## src/core/mdls_pkg.sv

```systemverilog
// mdls_pkg.sv: constants, tables and types shared by both ends of the latency-sync link
// How it works
// - device measures data-to-sample clock delay as code
// - twenty codes, 0.2-cycle bins, fixed order
// - automatic phase select follows code group
// - host advances select only in late bins
// - data clock skew below 0.4 sample cycles
// - host flags delay gap above 0.4 cycles
// - late converter gets manual mode, adjusted select
// - control write 0x04 sets manual, select 00
// - manual flag bit 2, select bits 1:0
// - adjusted select cuts latency by one cycle
// - host re-reads phase code periodically while its monitor is enabled
package mdls_pkg;
  localparam int CLK_PERIOD_NS = 10;
  // serial configuration port register map
  localparam logic [6:0] REG_SYNC_CONTROL = 7'h05;
  localparam logic [6:0] REG_SYNC_PHASE_STATUS = 7'h06;
  localparam int MANUAL_BIT = 2;
  localparam logic [2:0] SYNC_CONTROL_RESET = 3'h0;
  localparam logic [7:0] PHASE_STATUS_RESET = 8'h03;
  // one sample clock cycle is five mclk cycles, so one mclk cycle is one 0.2 bin
  localparam logic [2:0] SAMPLE_DIV_LAST = 3'h4;
  localparam logic [4:0] BINS_PER_CYCLE = 5'h05;
  localparam int NUM_CODES = 20;
  localparam logic [4:0] NO_CODE = 5'h14;
  localparam logic [7:0] PH_CODE [0:19] = '{
    8'h03, 8'h04, 8'h05, 8'h15, 8'h25, 8'h35, 8'h45, 8'h55, 8'h54, 8'h53,
    8'h52, 8'h51, 8'h50, 8'h40, 8'h30, 8'h20, 8'h10, 8'h00, 8'h01, 8'h02};
  // default select per group; the next entry is the one-cycle-shorter select
  localparam logic [1:0] PS_BY_GROUP [0:3] = '{2'b10, 2'b00, 2'b01, 2'b11};
  localparam logic [1:0] BASE_LAT = 2'h2;
  localparam logic [2:0] LATE_BIN_MIN = 3'h3;
  localparam logic [3:0] SKEW_BINS = 4'h2;
  // link timing in mclk cycles
  localparam logic [4:0] DCLK_HALF_LAST = 5'h09;
  localparam logic [3:0] SCK_HALF_LAST = 4'h7;
  localparam logic [35:0] DEV_SYNC_RESET = 36'h200000000;
  // host monitor interval
  localparam int MON_PERIOD_US = 100;
  localparam int MON_CYCLES = MON_PERIOD_US * 1000 / CLK_PERIOD_NS;
  // host APB map
  localparam logic [7:0] HREG_CMD = 8'h00;
  localparam logic [7:0] HREG_CFG = 8'h04;
  localparam logic [7:0] HREG_STAT = 8'h08;
  localparam int CMD_ALIGN_BIT = 16;
  localparam int CMD_READ_BIT = 15;

  typedef enum logic [2:0] {H_IDLE, H_RAW, H_RDPH, H_DECIDE, H_WRCTL} mdls_host_state_type;
  typedef enum logic [1:0] {SM_IDLE, SM_RUN, SM_GAP} mdls_spi_state_type;

  function automatic logic [4:0] code_index(input logic [7:0] code);
    logic [4:0] idx;
    idx = NO_CODE;
    for (int i = 0; i < NUM_CODES; i++) begin
      if (PH_CODE[i] == code) begin
        idx = 5'(i);
      end
    end
    return idx;
  endfunction : code_index

  function automatic logic [1:0] ps_rank(input logic [1:0] ps);
    logic [1:0] r;
    r = 2'h0;
    for (int i = 0; i < 4; i++) begin
      if (PS_BY_GROUP[i] == ps) begin
        r = 2'(i);
      end
    end
    return r;
  endfunction : ps_rank
endpackage : mdls_pkg

```

## src/core/mdls_if.sv

```systemverilog
// mdls_if.sv: data clock, data ports and serial configuration pins between source and converter
interface mdls_if;
  logic dataClockIn;
  logic [15:0] dataPortA;
  logic [15:0] dataPortB;
  logic cfgCsN;
  logic cfgSck;
  logic cfgSdi;
  logic cfgSdo;
  modport dev (
    input dataClockIn, dataPortA, dataPortB, cfgCsN, cfgSck, cfgSdi,
    output cfgSdo
  );
  modport host (
    output dataClockIn, dataPortA, dataPortB, cfgCsN, cfgSck, cfgSdi,
    input cfgSdo
  );
endinterface : mdls_if

```

## src/core/mdls_spi_master.sv

```systemverilog
// mdls_spi_master.sv: serial port master issuing one 16-bit register access at a time
module mdls_spi_master (
  input wire logic mclk, // system clock
  input wire logic rst, // async reset, active high
  input wire logic start, // start one access, taken only when idle
  input wire logic rd, // 1 read, 0 write
  input wire logic [6:0] addr, // register address
  input wire logic [7:0] wdata, // write data
  output logic done, // pulse when access and gap are over
  output logic [7:0] rdata, // read data of last access
  output logic csN, // chip select, active low
  output logic sck, // serial clock
  output logic sdi, // serial data to device
  input wire logic sdo // serial data from device
);
  mdls_pkg::mdls_spi_state_type state_r, state_nxt;
  logic sdoMeta_r, sdoSync_r;
  logic [3:0] halfCnt_r, halfCnt_nxt;
  logic [3:0] bitIdx_r, bitIdx_nxt;
  logic [15:0] shOut_r, shOut_nxt;
  logic [7:0] rdata_r, rdata_nxt;
  logic csN_r, csN_nxt;
  logic sck_r, sck_nxt;
  logic halfTick;

  always_comb begin
    state_nxt = state_r;
    halfCnt_nxt = halfCnt_r + 4'h1;
    bitIdx_nxt = bitIdx_r;
    shOut_nxt = shOut_r;
    rdata_nxt = rdata_r;
    csN_nxt = csN_r;
    sck_nxt = sck_r;
    done = 1'b0;
    halfTick = (halfCnt_r == mdls_pkg::SCK_HALF_LAST);
    if (halfTick) begin
      halfCnt_nxt = 4'h0;
    end
    case (state_r)
      mdls_pkg::SM_IDLE: begin
        halfCnt_nxt = 4'h0;
        if (start) begin
          shOut_nxt = {rd, addr, wdata};
          csN_nxt = 1'b0;
          bitIdx_nxt = 4'h0;
          state_nxt = mdls_pkg::SM_RUN;
        end
      end
      mdls_pkg::SM_RUN: begin
        if (halfTick && !sck_r) begin
          sck_nxt = 1'b1;
          if (bitIdx_r[3]) begin
            rdata_nxt = {rdata_r[6:0], sdoSync_r};
          end
        end else if (halfTick) begin
          sck_nxt = 1'b0;
          shOut_nxt = {shOut_r[14:0], 1'b0};
          bitIdx_nxt = bitIdx_r + 4'h1;
          if (bitIdx_r == 4'hF) begin
            csN_nxt = 1'b1;
            state_nxt = mdls_pkg::SM_GAP;
          end
        end
      end
      mdls_pkg::SM_GAP: begin
        // select stays high long enough for the device synchroniser to see it
        if (halfTick) begin
          done = 1'b1;
          state_nxt = mdls_pkg::SM_IDLE;
        end
      end
      default: state_nxt = mdls_pkg::SM_IDLE;
    endcase
  end

  always_ff @(posedge mclk or posedge rst) begin
    if (rst) begin
      state_r <= mdls_pkg::SM_IDLE;
      sdoMeta_r <= 1'b0;
      sdoSync_r <= 1'b0;
      halfCnt_r <= 4'h0;
      bitIdx_r <= 4'h0;
      shOut_r <= 16'h0000;
      rdata_r <= 8'h00;
      csN_r <= 1'b1;
      sck_r <= 1'b0;
    end else begin
      state_r <= state_nxt;
      sdoMeta_r <= sdo;
      sdoSync_r <= sdoMeta_r;
      halfCnt_r <= halfCnt_nxt;
      bitIdx_r <= bitIdx_nxt;
      shOut_r <= shOut_nxt;
      rdata_r <= rdata_nxt;
      csN_r <= csN_nxt;
      sck_r <= sck_nxt;
    end
  end

  assign rdata = rdata_r;
  assign csN = csN_r;
  assign sck = sck_r;
  assign sdi = shOut_r[15];
endmodule : mdls_spi_master

```

## src/core/mdls_host.sv

```systemverilog
// mdls_host.sv: data source and host controller end, ordered over APB
module mdls_host #(
  parameter int MON_CYCLES = mdls_pkg::MON_CYCLES // mclk cycles between monitor re-reads
) (
  input wire logic mclk, // system clock
  input wire logic rst, // async reset, active high
  input wire logic [7:0] paddr, // APB address
  input wire logic psel, // APB select
  input wire logic penable, // APB enable
  input wire logic pwrite, // APB direction
  input wire logic [31:0] pwdata, // APB write data
  output logic [31:0] prdata, // APB read data
  output logic pready, // APB ready, always high
  output logic pslverr, // APB error on unmapped address
  input wire logic [15:0] sampleA, // next port A sample
  input wire logic [15:0] sampleB, // next port B sample
  output logic sampleTake, // pulse: sample pair taken
  mdls_if.host link // link to the converter
);
  mdls_pkg::mdls_host_state_type state_r, state_nxt;
  logic [4:0] dCnt_r, dCnt_nxt;
  logic dClk_r, dClk_nxt;
  logic [31:0] data_r, data_nxt;
  logic [7:0] lastRd_r, lastRd_nxt;
  logic [7:0] lastPh_r, lastPh_nxt;
  logic [2:0] refBin_r, refBin_nxt;
  logic monEn_r, monEn_nxt;
  logic late_r, late_nxt;
  logic [31:0] monCnt_r, monCnt_nxt;
  logic apbWr, busy;
  logic spiStart, spiRd, spiDone;
  logic [6:0] spiAddr;
  logic [7:0] spiWdata, spiRdata;
  logic [4:0] phIdx;
  logic [2:0] phBin;
  logic [1:0] phGrp, adjPs;
  logic lateNow;

  // data clock by divider, one period spans four sample cycles
  always_comb begin
    dCnt_nxt = dCnt_r + 5'h01;
    dClk_nxt = dClk_r;
    data_nxt = data_r;
    sampleTake = 1'b0;
    if (dCnt_r == mdls_pkg::DCLK_HALF_LAST) begin
      dCnt_nxt = 5'h00;
      dClk_nxt = ~dClk_r;
      // data changes with the rising edge; skew against other sources is a board matter
      if (!dClk_r) begin
        data_nxt = {sampleB, sampleA};
        sampleTake = 1'b1;
      end
    end
  end

  always_ff @(posedge mclk or posedge rst) begin
    if (rst) begin
      dCnt_r <= 5'h00;
      dClk_r <= 1'b0;
      data_r <= 32'h00000000;
    end else begin
      dCnt_r <= dCnt_nxt;
      dClk_r <= dClk_nxt;
      data_r <= data_nxt;
    end
  end

  // decode the phase code into a bin within the cycle and a group
  always_comb begin
    phIdx = mdls_pkg::code_index(lastPh_r);
    phBin = 3'(phIdx % mdls_pkg::BINS_PER_CYCLE);
    phGrp = 2'(phIdx / mdls_pkg::BINS_PER_CYCLE);
    adjPs = mdls_pkg::PS_BY_GROUP[phGrp + 2'h1];
    // bins are compared by lower edge, so a gap above two bins is over 0.4 cycles
    lateNow = (phIdx < mdls_pkg::NO_CODE)
            && (phBin >= mdls_pkg::LATE_BIN_MIN)
            && ({1'b0, phBin} > ({1'b0, refBin_r} + mdls_pkg::SKEW_BINS));
  end

  assign apbWr = psel & penable & pwrite;
  assign busy = (state_r != mdls_pkg::H_IDLE);

  always_comb begin
    state_nxt = state_r;
    lastRd_nxt = lastRd_r;
    lastPh_nxt = lastPh_r;
    refBin_nxt = refBin_r;
    monEn_nxt = monEn_r;
    late_nxt = late_r;
    monCnt_nxt = monCnt_r;
    spiStart = 1'b0;
    spiRd = 1'b1;
    spiAddr = mdls_pkg::REG_SYNC_PHASE_STATUS;
    spiWdata = 8'h00;
    if (apbWr && paddr == mdls_pkg::HREG_CFG) begin
      monEn_nxt = pwdata[0];
      refBin_nxt = pwdata[10:8];
    end
    case (state_r)
      mdls_pkg::H_IDLE: begin
        monCnt_nxt = monEn_r ? monCnt_r + 32'h00000001 : 32'h00000000;
        // a command while busy never reaches here and is dropped
        if (apbWr && paddr == mdls_pkg::HREG_CMD) begin
          spiStart = 1'b1;
          if (pwdata[mdls_pkg::CMD_ALIGN_BIT]) begin
            state_nxt = mdls_pkg::H_RDPH;
          end else begin
            spiRd = pwdata[mdls_pkg::CMD_READ_BIT];
            spiAddr = pwdata[14:8];
            spiWdata = pwdata[7:0];
            state_nxt = mdls_pkg::H_RAW;
          end
        end else if (monEn_r && monCnt_r >= 32'(MON_CYCLES - 1)) begin
          spiStart = 1'b1;
          monCnt_nxt = 32'h00000000;
          state_nxt = mdls_pkg::H_RDPH;
        end
      end
      mdls_pkg::H_RAW: begin
        if (spiDone) begin
          lastRd_nxt = spiRdata;
          state_nxt = mdls_pkg::H_IDLE;
        end
      end
      mdls_pkg::H_RDPH: begin
        if (spiDone) begin
          lastPh_nxt = spiRdata;
          state_nxt = mdls_pkg::H_DECIDE;
        end
      end
      mdls_pkg::H_DECIDE: begin
        late_nxt = lateNow;
        if (lateNow) begin
          spiStart = 1'b1;
          spiRd = 1'b0;
          spiAddr = mdls_pkg::REG_SYNC_CONTROL;
          spiWdata = {5'h00, 1'b1, adjPs};
          state_nxt = mdls_pkg::H_WRCTL;
        end else begin
          // not late: leave the converter's settings alone
          state_nxt = mdls_pkg::H_IDLE;
        end
      end
      mdls_pkg::H_WRCTL: begin
        if (spiDone) begin
          state_nxt = mdls_pkg::H_IDLE;
        end
      end
      default: state_nxt = mdls_pkg::H_IDLE;
    endcase
  end

  always_ff @(posedge mclk or posedge rst) begin
    if (rst) begin
      state_r <= mdls_pkg::H_IDLE;
      lastRd_r <= 8'h00;
      lastPh_r <= 8'h00;
      refBin_r <= 3'h0;
      monEn_r <= 1'b0;
      late_r <= 1'b0;
      monCnt_r <= 32'h00000000;
    end else begin
      state_r <= state_nxt;
      lastRd_r <= lastRd_nxt;
      lastPh_r <= lastPh_nxt;
      refBin_r <= refBin_nxt;
      monEn_r <= monEn_nxt;
      late_r <= late_nxt;
      monCnt_r <= monCnt_nxt;
    end
  end

  // zero-wait APB slave
  always_comb begin
    pready = 1'b1;
    pslverr = 1'b0;
    prdata = 32'h00000000;
    if (psel) begin
      case (paddr)
        mdls_pkg::HREG_CMD: prdata = 32'h00000000;
        mdls_pkg::HREG_CFG: prdata = {21'h000000, refBin_r, 7'h00, monEn_r};
        mdls_pkg::HREG_STAT: prdata = {8'h00, lastPh_r, lastRd_r, 6'h00, late_r, busy};
        default: pslverr = penable;
      endcase
    end
  end

  mdls_spi_master u_spi (
    .mclk(mclk),
    .rst(rst),
    .start(spiStart),
    .rd(spiRd),
    .addr(spiAddr),
    .wdata(spiWdata),
    .done(spiDone),
    .rdata(spiRdata),
    .csN(link.cfgCsN),
    .sck(link.cfgSck),
    .sdi(link.cfgSdi),
    .sdo(link.cfgSdo)
  );

  assign link.dataClockIn = dClk_r;
  assign link.dataPortA = data_r[15:0];
  assign link.dataPortB = data_r[31:16];
endmodule : mdls_host

```

## src/flat_wrapper.sv

```systemverilog
// flat-port wrapper written by rule: the top's interface ports become plain ports
module mdls_host_flat 
#(
  parameter int MON_CYCLES = mdls_pkg::MON_CYCLES                                        
)
  (mclk, rst, paddr, psel, penable, pwrite, pwdata, prdata, pready, pslverr, sampleA, sampleB, sampleTake, link_dataClockIn, link_dataPortA, link_dataPortB, link_cfgCsN, link_cfgSck, link_cfgSdi, link_cfgSdo);
  mdls_if link_i ();
  input wire logic mclk;
  input wire logic rst;
  input wire logic [7:0] paddr;
  input wire logic psel;
  input wire logic penable;
  input wire logic pwrite;
  input wire logic [31:0] pwdata;
  output logic [31:0] prdata;
  output logic pready;
  output logic pslverr;
  input wire logic [15:0] sampleA;
  input wire logic [15:0] sampleB;
  output logic sampleTake;
  output wire logic [$bits(link_i.dataClockIn)-1:0] link_dataClockIn;
  output wire logic [$bits(link_i.dataPortA)-1:0] link_dataPortA;
  output wire logic [$bits(link_i.dataPortB)-1:0] link_dataPortB;
  output wire logic [$bits(link_i.cfgCsN)-1:0] link_cfgCsN;
  output wire logic [$bits(link_i.cfgSck)-1:0] link_cfgSck;
  output wire logic [$bits(link_i.cfgSdi)-1:0] link_cfgSdi;
  input wire logic [$bits(link_i.cfgSdo)-1:0] link_cfgSdo;
  assign link_dataClockIn = link_i.dataClockIn;
  assign link_dataPortA = link_i.dataPortA;
  assign link_dataPortB = link_i.dataPortB;
  assign link_cfgCsN = link_i.cfgCsN;
  assign link_cfgSck = link_i.cfgSck;
  assign link_cfgSdi = link_i.cfgSdi;
  assign link_i.cfgSdo = link_cfgSdo;
  mdls_host #(.MON_CYCLES(MON_CYCLES)) u_core (.mclk(mclk), .rst(rst), .paddr(paddr), .psel(psel), .penable(penable), .pwrite(pwrite), .pwdata(pwdata), .prdata(prdata), .pready(pready), .pslverr(pslverr), .sampleA(sampleA), .sampleB(sampleB), .sampleTake(sampleTake), .link(link_i));
endmodule
```

## config.mk

```make
export PLATFORM = sky130hd
export DESIGN_NAME = mdls_host_flat
export DESIGN_NICKNAME = d
export VERILOG_FILES = /design/src/core/mdls_pkg.sv /design/src/core/mdls_if.sv /design/src/core/mdls_spi_master.sv /design/src/core/mdls_host.sv /design/src/flat_wrapper.sv
export SDC_FILE = /design/constraint.sdc
export NUM_CORES = 1
export LEC_CHECK = 0
export BUFFER_PORTS_ARGS = -buffer_cell sky130_fd_sc_hd__buf_2
export CORE_MARGIN = 2
export CORE_UTILIZATION = 40
export CTS_BUF_LIST = sky130_fd_sc_hd__clkbuf_2 sky130_fd_sc_hd__clkbuf_4 sky130_fd_sc_hd__clkbuf_8
export DETAILED_ROUTE_END_ITERATION = 12
export GPL_TIMING_DRIVEN = 0
export PLACE_DENSITY = 0.68
export SKIP_CTS_REPAIR_TIMING = 1
export SLEW_MARGIN = 20
export SYNTH_ARGS = -nofsm -noshare
export SYNTH_HDL_FRONTEND = slang
export SYNTH_SLANG_ARGS = --single-unit
```

## constraint.sdc

```tcl
create_clock -name mclk -period 5.28 [get_ports mclk]
set_input_delay 1.056 -clock mclk [delete_from_list [all_inputs] [get_ports mclk]]
set_output_delay 1.056 -clock mclk [all_outputs]
set_load 0.05 [all_outputs]
```

# After elaboration in Yosys (flattened, before gate mapping)
# Index checks and enable logic that the tools add are counted.
dict set report totals {
  regBits 132
  latch_bits 0
  ramBits 0
  mem_bits_ro 0
  input_bits 78
  output_inout_bits 71
  wordCells 180
  n_memories 0
}
dict set report op_classes {
  add_sub_neg 6
  n_mul 0
  div 2
  order_cmp 5
  n_eq_ne 38
  n_shift 0
  muxes 81
  bitwise 4
  reduce_logical 25
}
# cell n
set ops {}
lappend ops {{$mux 32} 4}
lappend ops {{$mux 5} 21}
lappend ops {{$eq 7x8->1 const A} 8}
lappend ops {{$mux 16} 3}
lappend ops {{$pmux 24 s2} 1}
lappend ops {{$add 32x1->32 const B} 1}
lappend ops {{$eq 6x8->1 const A} 4}
lappend ops {{$ge 32x14->1 const B} 1}
lappend ops {{$pmux 16 s2} 1}
lappend ops {{$mux 4} 5}
lappend ops {{$mux 1} 18}
lappend ops {{$mux 2} 9}
lappend ops {{$mux 3} 6}
lappend ops {{$eq 2x8->1 const A} 2}
lappend ops {{$eq 3x8->1 const A} 2}
lappend ops {{$eq 5x8->1 const A} 2}
lappend ops {{$logic_not 8->1} 2}
lappend ops {{$mux 8} 2}
lappend ops {{$pmux 8 s2} 1}
lappend ops {{$mux 7} 2}
lappend ops {{$pmux 7 s2} 1}
lappend ops {{$pmux 3 s4} 1}
lappend ops {{$reduce_and 5->1} 2}
lappend ops {{$add 4x1->4 const B} 2}
lappend ops {{41 further kinds} 60}

# Depth between registers and ports, before layout
dict set report depth {
  depth_word 31
  ltp_mapped 20
  depth_no_buf 18
}

# Hierarchy
# A second synthesis with hierarchy kept.
dict set report unflattened {
  cells_unflattened 634
  area_unflattened_um2 7018.0
}
# module instances cells_each area_each_um2 seq_area_each_um2
set modules_own_cells {}
lappend modules_own_cells {mdls_host 1 505 5176.2 2352.3}
lappend modules_own_cells {mdls_spi_master 1 129 1841.8 952.2}

# Worst setup path before layout
# OpenSTA, ideal clock, no wires.
dict set report synth_path {
  path_kind {reg2reg}
  from {register u_core.lastPh_r[4]}
  to {register u_core.u_spi.bitIdx_r[0]}
  setup_ps 127
  arrival_ps 3951
  required_ps 5153
  slack_ps 1202
  stages_incl_launch_ff 21
  path_buffers 2
  synth_period_minus_slack_ps 4078
  path_cell_list {dfrtp_1 -> buf_4 -> or3b_2 -> o21ai_0 -> a221oi_1 -> a21oi_1 -> inv_1 -> ha_1 -> nor3_1 -> a2bb2oi_1 -> nand2_1 -> o21ai_0 -> ha_1 -> nand3_1 -> nand2_1 -> nor4_1 -> o41ai_1 -> a31o_2 -> a21boi_4 -> buf_6 -> mux2_1}
}
dict set report synth_between {
  elab_chain_cells 29
  word_cells_on_any_way 50
  classes_between {div (1); order compare (3); eq/ne (20); mux (22); reduce/logical (4)}
}
# element line_no
set synth_rtl {}
lappend synth_rtl {{start, declared} mdls_host.sv:25} ;# logic [7:0] lastPh_r, lastPh_nxt;
lappend synth_rtl {{start signal, assigned} mdls_host.sv:165} ;# lastPh_r <= lastPh_nxt;
lappend synth_rtl {{$eq 2x8->1} mdls_pkg.sv:56} ;# if (PH_CODE[i] == code) begin
lappend synth_rtl {{$mux 5 (19 in series)} mdls_pkg.sv:56}
lappend synth_rtl {{$mux 5 *} mdls_pkg.sv:56}
lappend synth_rtl {{$mod 5x3->5} mdls_host.sv:71} ;# phBin = 3'(phIdx % mdls_pkg::BINS_PER_CYCLE);
lappend synth_rtl {{$ge 3x2->1} mdls_host.sv:76} ;# && (phBin >= mdls_pkg::LATE_BIN_MIN)
lappend synth_rtl {{$logic_and 1x1->1} mdls_host.sv:76}
lappend synth_rtl {{$logic_and 1x1->1 *} mdls_host.sv:77} ;# && ({1'b0, phBin} > ({1'b0, refBin_r} + mdls_pkg::SKEW_BINS));
lappend synth_rtl {{$mux 1 *} mdls_host.sv:133} ;# if (lateNow) begin
lappend synth_rtl {{$pmux 1 s2 *} mdls_host.sv:99} ;# case (state_r)
lappend synth_rtl {{$ne 2x1->1 (no line) *} --}
lappend synth_rtl {{$reduce_and 4->1 (no line) *} --}
lappend synth_rtl {{end signal, assigned} mdls_spi_master.sv:92} ;# bitIdx_r <= bitIdx_nxt;
lappend synth_rtl {{end, declared} mdls_spi_master.sv:19} ;# logic [3:0] bitIdx_r, bitIdx_nxt;
# Mark *: on every way between the ends. The rest lies on a longest branch, timed or not.
# A chain may end at the register's enable or synchronous reset.

# Worst setup path after layout
dict set report layout_path {
  from {register u_core.lastPh_r[7]}
  to {register u_core.u_spi.shOut_r[13]}
}
dict set report layout_between {
  elab_chain_cells 29
  word_cells_on_any_way 50
  classes_between {div (1); order compare (3); eq/ne (20); mux (22); reduce/logical (4)}
}
# element line_no
set layout_rtl {}
lappend layout_rtl {{$eq 2x8->1} mdls_pkg.sv:56}
lappend layout_rtl {{$mux 5 (19 in series)} mdls_pkg.sv:56}
lappend layout_rtl {{$mux 5 *} mdls_pkg.sv:56}
lappend layout_rtl {{$mod 5x3->5} mdls_host.sv:71}
lappend layout_rtl {{$ge 3x2->1} mdls_host.sv:76}
lappend layout_rtl {{$logic_and 1x1->1} mdls_host.sv:76}
lappend layout_rtl {{$logic_and 1x1->1 *} mdls_host.sv:77}
lappend layout_rtl {{$mux 1 *} mdls_host.sv:133}
lappend layout_rtl {{$pmux 1 s2 *} mdls_host.sv:99}
lappend layout_rtl {{$ne 2x1->1 (no line) *} --}
lappend layout_rtl {{$reduce_and 4->1 (no line) *} --}
lappend layout_rtl {{end signal, assigned} mdls_spi_master.sv:93} ;# shOut_r <= shOut_nxt;
lappend layout_rtl {{end, declared} mdls_spi_master.sv:20} ;# logic [15:0] shOut_r, shOut_nxt;
# Marked as above.

==> summary.md <==
| Metric | Value |
|---|---|
| Reg power frac | `0.481` |
| Slew HR | `0.310` |
| Largest net degree at the start of global routing | `97` |
| Most frequent cells in the layout | `131 x dfrtp_1, 123 x buf_2, 69 x mux2_2, 58 x nor2_1, 56 x nand2_1` |
| Final Slew Violations | `0` |
| Final Cycle Share | `0.909` |
| Clk root buf | `clkbuf_8` |
| Row Count | `47` |
| Hpwl dp | `9.95 mm` |
| Critical Path Start Type | `flop` |
| Die height | `134 um` |
| CP max FO | `10` |
| Antenna-violating nets left | `0` |
| Comb pwr share | `0.105` |
| Worst-path cell chain | `buf_2 -> or3_1 -> nor3_1 -> a221oi_1 -> a21oi_1 -> inv_1 -> ha_1 -> nor3_1 -> a2bb2oi_1 -> nand2_1 -> o21ai_0 -> ha_1 -> nand3_1 -> nand2_1 -> nor4_1 -> o41ai_1 -> a31o_2 -> a21boi_4 -> buf_6 -> mux2_1` |
| Syn Area/Cell | `10.3 sq um` |
| Post-synth EDFFs | `0` |
| Worst Max-Slew Pin Slew | `1030 ps` |
| Nets | `896` |
| GR Overflow Total | `0` |
| Post-layout min period | `4800 ps` |
| Asr flop ratio synth | `1.00` |
| Port bufs | `118` |
| Hold/Removal Path Class | `flop to flop` |
| Post-route DRC | `0` |
| Core area | `0.0166 sq mm` |
| Vias in the first global route | `5048` |
| Crit path buf inv count | `3` |
| Initial antenna violation count | `0` |
| Final-layout fill cell count | `1559` |
| Final hold slack | `351 ps` |
| H-tree depth | `4` |
| Layout cells sized above 1 | `0.315` |
| Final hold vios | `0` |
| CTS tree | `yes` |
| Critical Path RT | `5600 ps` |
| Clk_skew | `14.7 ps` |
| WP data arrival | `5120 ps` |
| Peak VDD IR | `0.184 mV` |
| Initial DRC Count | `261` |
| Placer Congestion | `0.825` |
| GRT Util Overall | `0.162` |
| Worst-skew pair later-pin latency | `440 ps` |
| Wire per inst | `13.5 um` |
| Sw Share | `0.267` |
| Clock Power Share | `0.414` |
| CTS Buf Count | `17` |
| DR vias | `5135` |
| Yosys warns | `0` |
| Die width | `134 um` |
| DR vias/cell | `4.94` |
| RSZ-0062 raised after global routing | `false` |
| Sequential-to-total area share from yosys stat | `0.488` |
| F_max | `208 MHz` |
| P_sw | `0.000574 W` |
| Initial core utilization | `0.408` |
| Post-synth top flop | `dfrtp_1` |
| Setup TNS | `0 ps` |
| Cells after Synth | `656` |
| Max-Cap Viols | `0` |
| CTS max path bufs | `2` |
| P_leak | `3.87 nW` |
| CTS clock-pin slew for the worst setup and hold paths | `70 ps` |
| Cell variety after synth | `59` |
| Internal power | `0.00158 W` |
| Setup WS pre-CTS | `523 ps` |
| Delay-heaviest family, CP | `compound AO/OA/AOI/OAI gates` |
| Pre-antenna DRT Iters | `4` |
| Seq cells post-synth | `132` |
| Pwr per Cell Area | `264 mW/mm^2` |
| Final setup margin | `480 ps` |
| Outcome | `finished, final reports clean` |
| Crit-path slowest cell | `or3_1` |
| Crit-path max cell delay | `410 ps` |
| Area growth from synthesis to layout | `20.3%` |
| CP Capture Type | `flop` |
| Crit Path Category | `flop to flop` |
| Routed Wire Length | `14.1 mm` |
| Final setup viols | `0` |
| Commonest non-fill, non-tap cell in the layout | `dfrtp_1` |
| Die ar. | `0.0180 sq mm` |
| First-pass GRT wire length | `23.7 mm` |
| Clock sink count | `132` |
| Diodes inserted | `0` |
| Post-Syn Area | `0.00677 sq mm` |
| Top Ports | `149` |
synthesized netlist by cell type, drive strengths merged, types with 3 or more instances:
cell | instances | area, sq um
nand4 | 8 | 50.1
or4 | 6 | 45.0
a21oi | 22 | 118
nand2b | 7 | 43.8
o21ai | 37 | 185
o211ai | 3 | 22.5
xnor2 | 12 | 105
ha | 11 | 138
and3 | 14 | 87.6
dfrtp | 131 | 3280
nand2 | 56 | 210
mux2i | 4 | 40.0
a221oi | 3 | 26.3
a22oi | 6 | 45.0
nand3 | 24 | 125
and2 | 17 | 106
clkbuf | 23 | 86.3
xor2 | 24 | 210
inv | 16 | 60.1
or3 | 6 | 37.5
nor2 | 58 | 218
mux2 | 75 | 845
buf | 22 | 156
nor2b | 8 | 50.1
or2 | 5 | 31.3
nor3 | 17 | 85.1
nor4 | 8 | 50.1
registers in the layout, summed over array words and instances (netlist names):
| register | count |
|---|---|
| u_core.u_spi.sck | 1 |
| u_core.dCnt_r | 5 |
| u_core.u_spi.state_r | 2 |
| u_core.u_spi.bitIdx_r | 4 |
| u_core.u_spi.shOut_r | 16 |
| u_core.data_r | 32 |
| u_core.state_r | 3 |
| u_core.monEn_r | 1 |
| u_core.u_spi.csN | 1 |
| u_core.lastPh_r | 8 |
| u_core.u_spi.halfCnt_r | 4 |
| u_core.lastRd_r | 8 |
| u_core.u_spi.sdoMeta_r | 1 |
| u_core.link.dataClockIn | 1 |
| u_core.late_r | 1 |
| u_core.refBin_r | 3 |
| u_core.u_spi.rdata | 8 |
| u_core.u_spi.sdoSync_r | 1 |
| u_core.monCnt_r | 32 |
per-layer routing:
layer  global-route usage  share of wire
met3               0.0420          0.053
met4               0.0637          0.017
met5                    0              0
met2                0.262           0.46
met1                0.209           0.47
cell families (layout without fill, tap and decap cells):
kind of cell	count (synthesis)	count (layout)	synth area share
other cells	2	15	0.00111
simple gates	243	243	0.183
flops	132	132	0.488
buf+inv	61	211	0.0447
fa+ha+maj	12	12	0.0218
xor+xnor	36	36	0.0466
mux	79	79	0.131
compound gates	91	91	0.0839
layout make-up:
| class | instances | area (sq um) | area share |
|---|---|---|---|
| well taps | 220 | 275 | 0.0338 |
| repair buffers | 119 | 618 | 0.0759 |
| flip-flops and latches | 132 | 3300 | 0.406 |
| inverters | 16 | 67.6 | 0.00830 |
| multi-input cells | 476 | 3220 | 0.395 |
| clock buffers | 19 | 262 | 0.0321 |
| clock inverters | 12 | 155 | 0.0191 |
| plain buffers | 45 | 243 | 0.0298 |
power groups by stage:
| stage | clock network, W | logic [W] | registers, W |
|---|---|---|---|
| 3_3_place_gp | 0 | 0.000222 | 0.00105 |
| 3_5_place_dp | 0 | 0.000228 | 0.00105 |
| 4_1_cts | 0.000915 | 0.000228 | 0.00104 |
| 2_1_floorplan | 0 | 0.000115 | 0.00110 |
| 5_1_grt | 0.000958 | 0.000248 | 0.00104 |
| 6_report | 0.000891 | 0.000226 | 0.00104 |
worst paths after layout:
kind	from	endpoint	slack [ps]	cells past startpoint
hold reg to reg	u_core.u_spi.sdoMeta_r	u_core.u_spi.sdoSync_r	350	0
max in group asynchronous	rst	u_core.u_spi.csN	3950	3
setup reg to reg	u_core.lastPh_r[7]	u_core.u_spi.shOut_r[13]	480	20
hold / removal	u_core.u_spi.sdoMeta_r	u_core.u_spi.sdoSync_r	350	0
min in group asynchronous	rst	u_core.data_r[20]	570	2
setup / recovery	u_core.lastPh_r[7]	u_core.u_spi.shOut_r[13]	480	20
per-stage QoR:
stage               area (sq um)   util  cells  power, W
floorplan                   6820      -    669   0.00121
global placement            7690  0.463   1007   0.00128
detailed placement          7730  0.466   1008   0.00128
global route                8140  0.491   1039   0.00224
CTS                         8140  0.491   1039   0.00218
finish                      8140  0.491   1039   0.00215
worst reg2reg max path, stage by stage (launching register included):
cell	delay (ps)
dfrtp_1	380
buf_2	180
or3_1	410
nor3_1	160
a221oi_1	100
a21oi_1	390
inv_1	140
ha_1	250
nor3_1	180
a2bb2oi_1	150
nand2_1	100
o21ai_0	80
ha_1	300
nand3_1	90
nand2_1	50
nor4_1	330
o41ai_1	190
a31o_2	290
a21boi_4	340
buf_6	230
mux2_1	330
No activity file was read; power rests on OpenSTA's default activity.
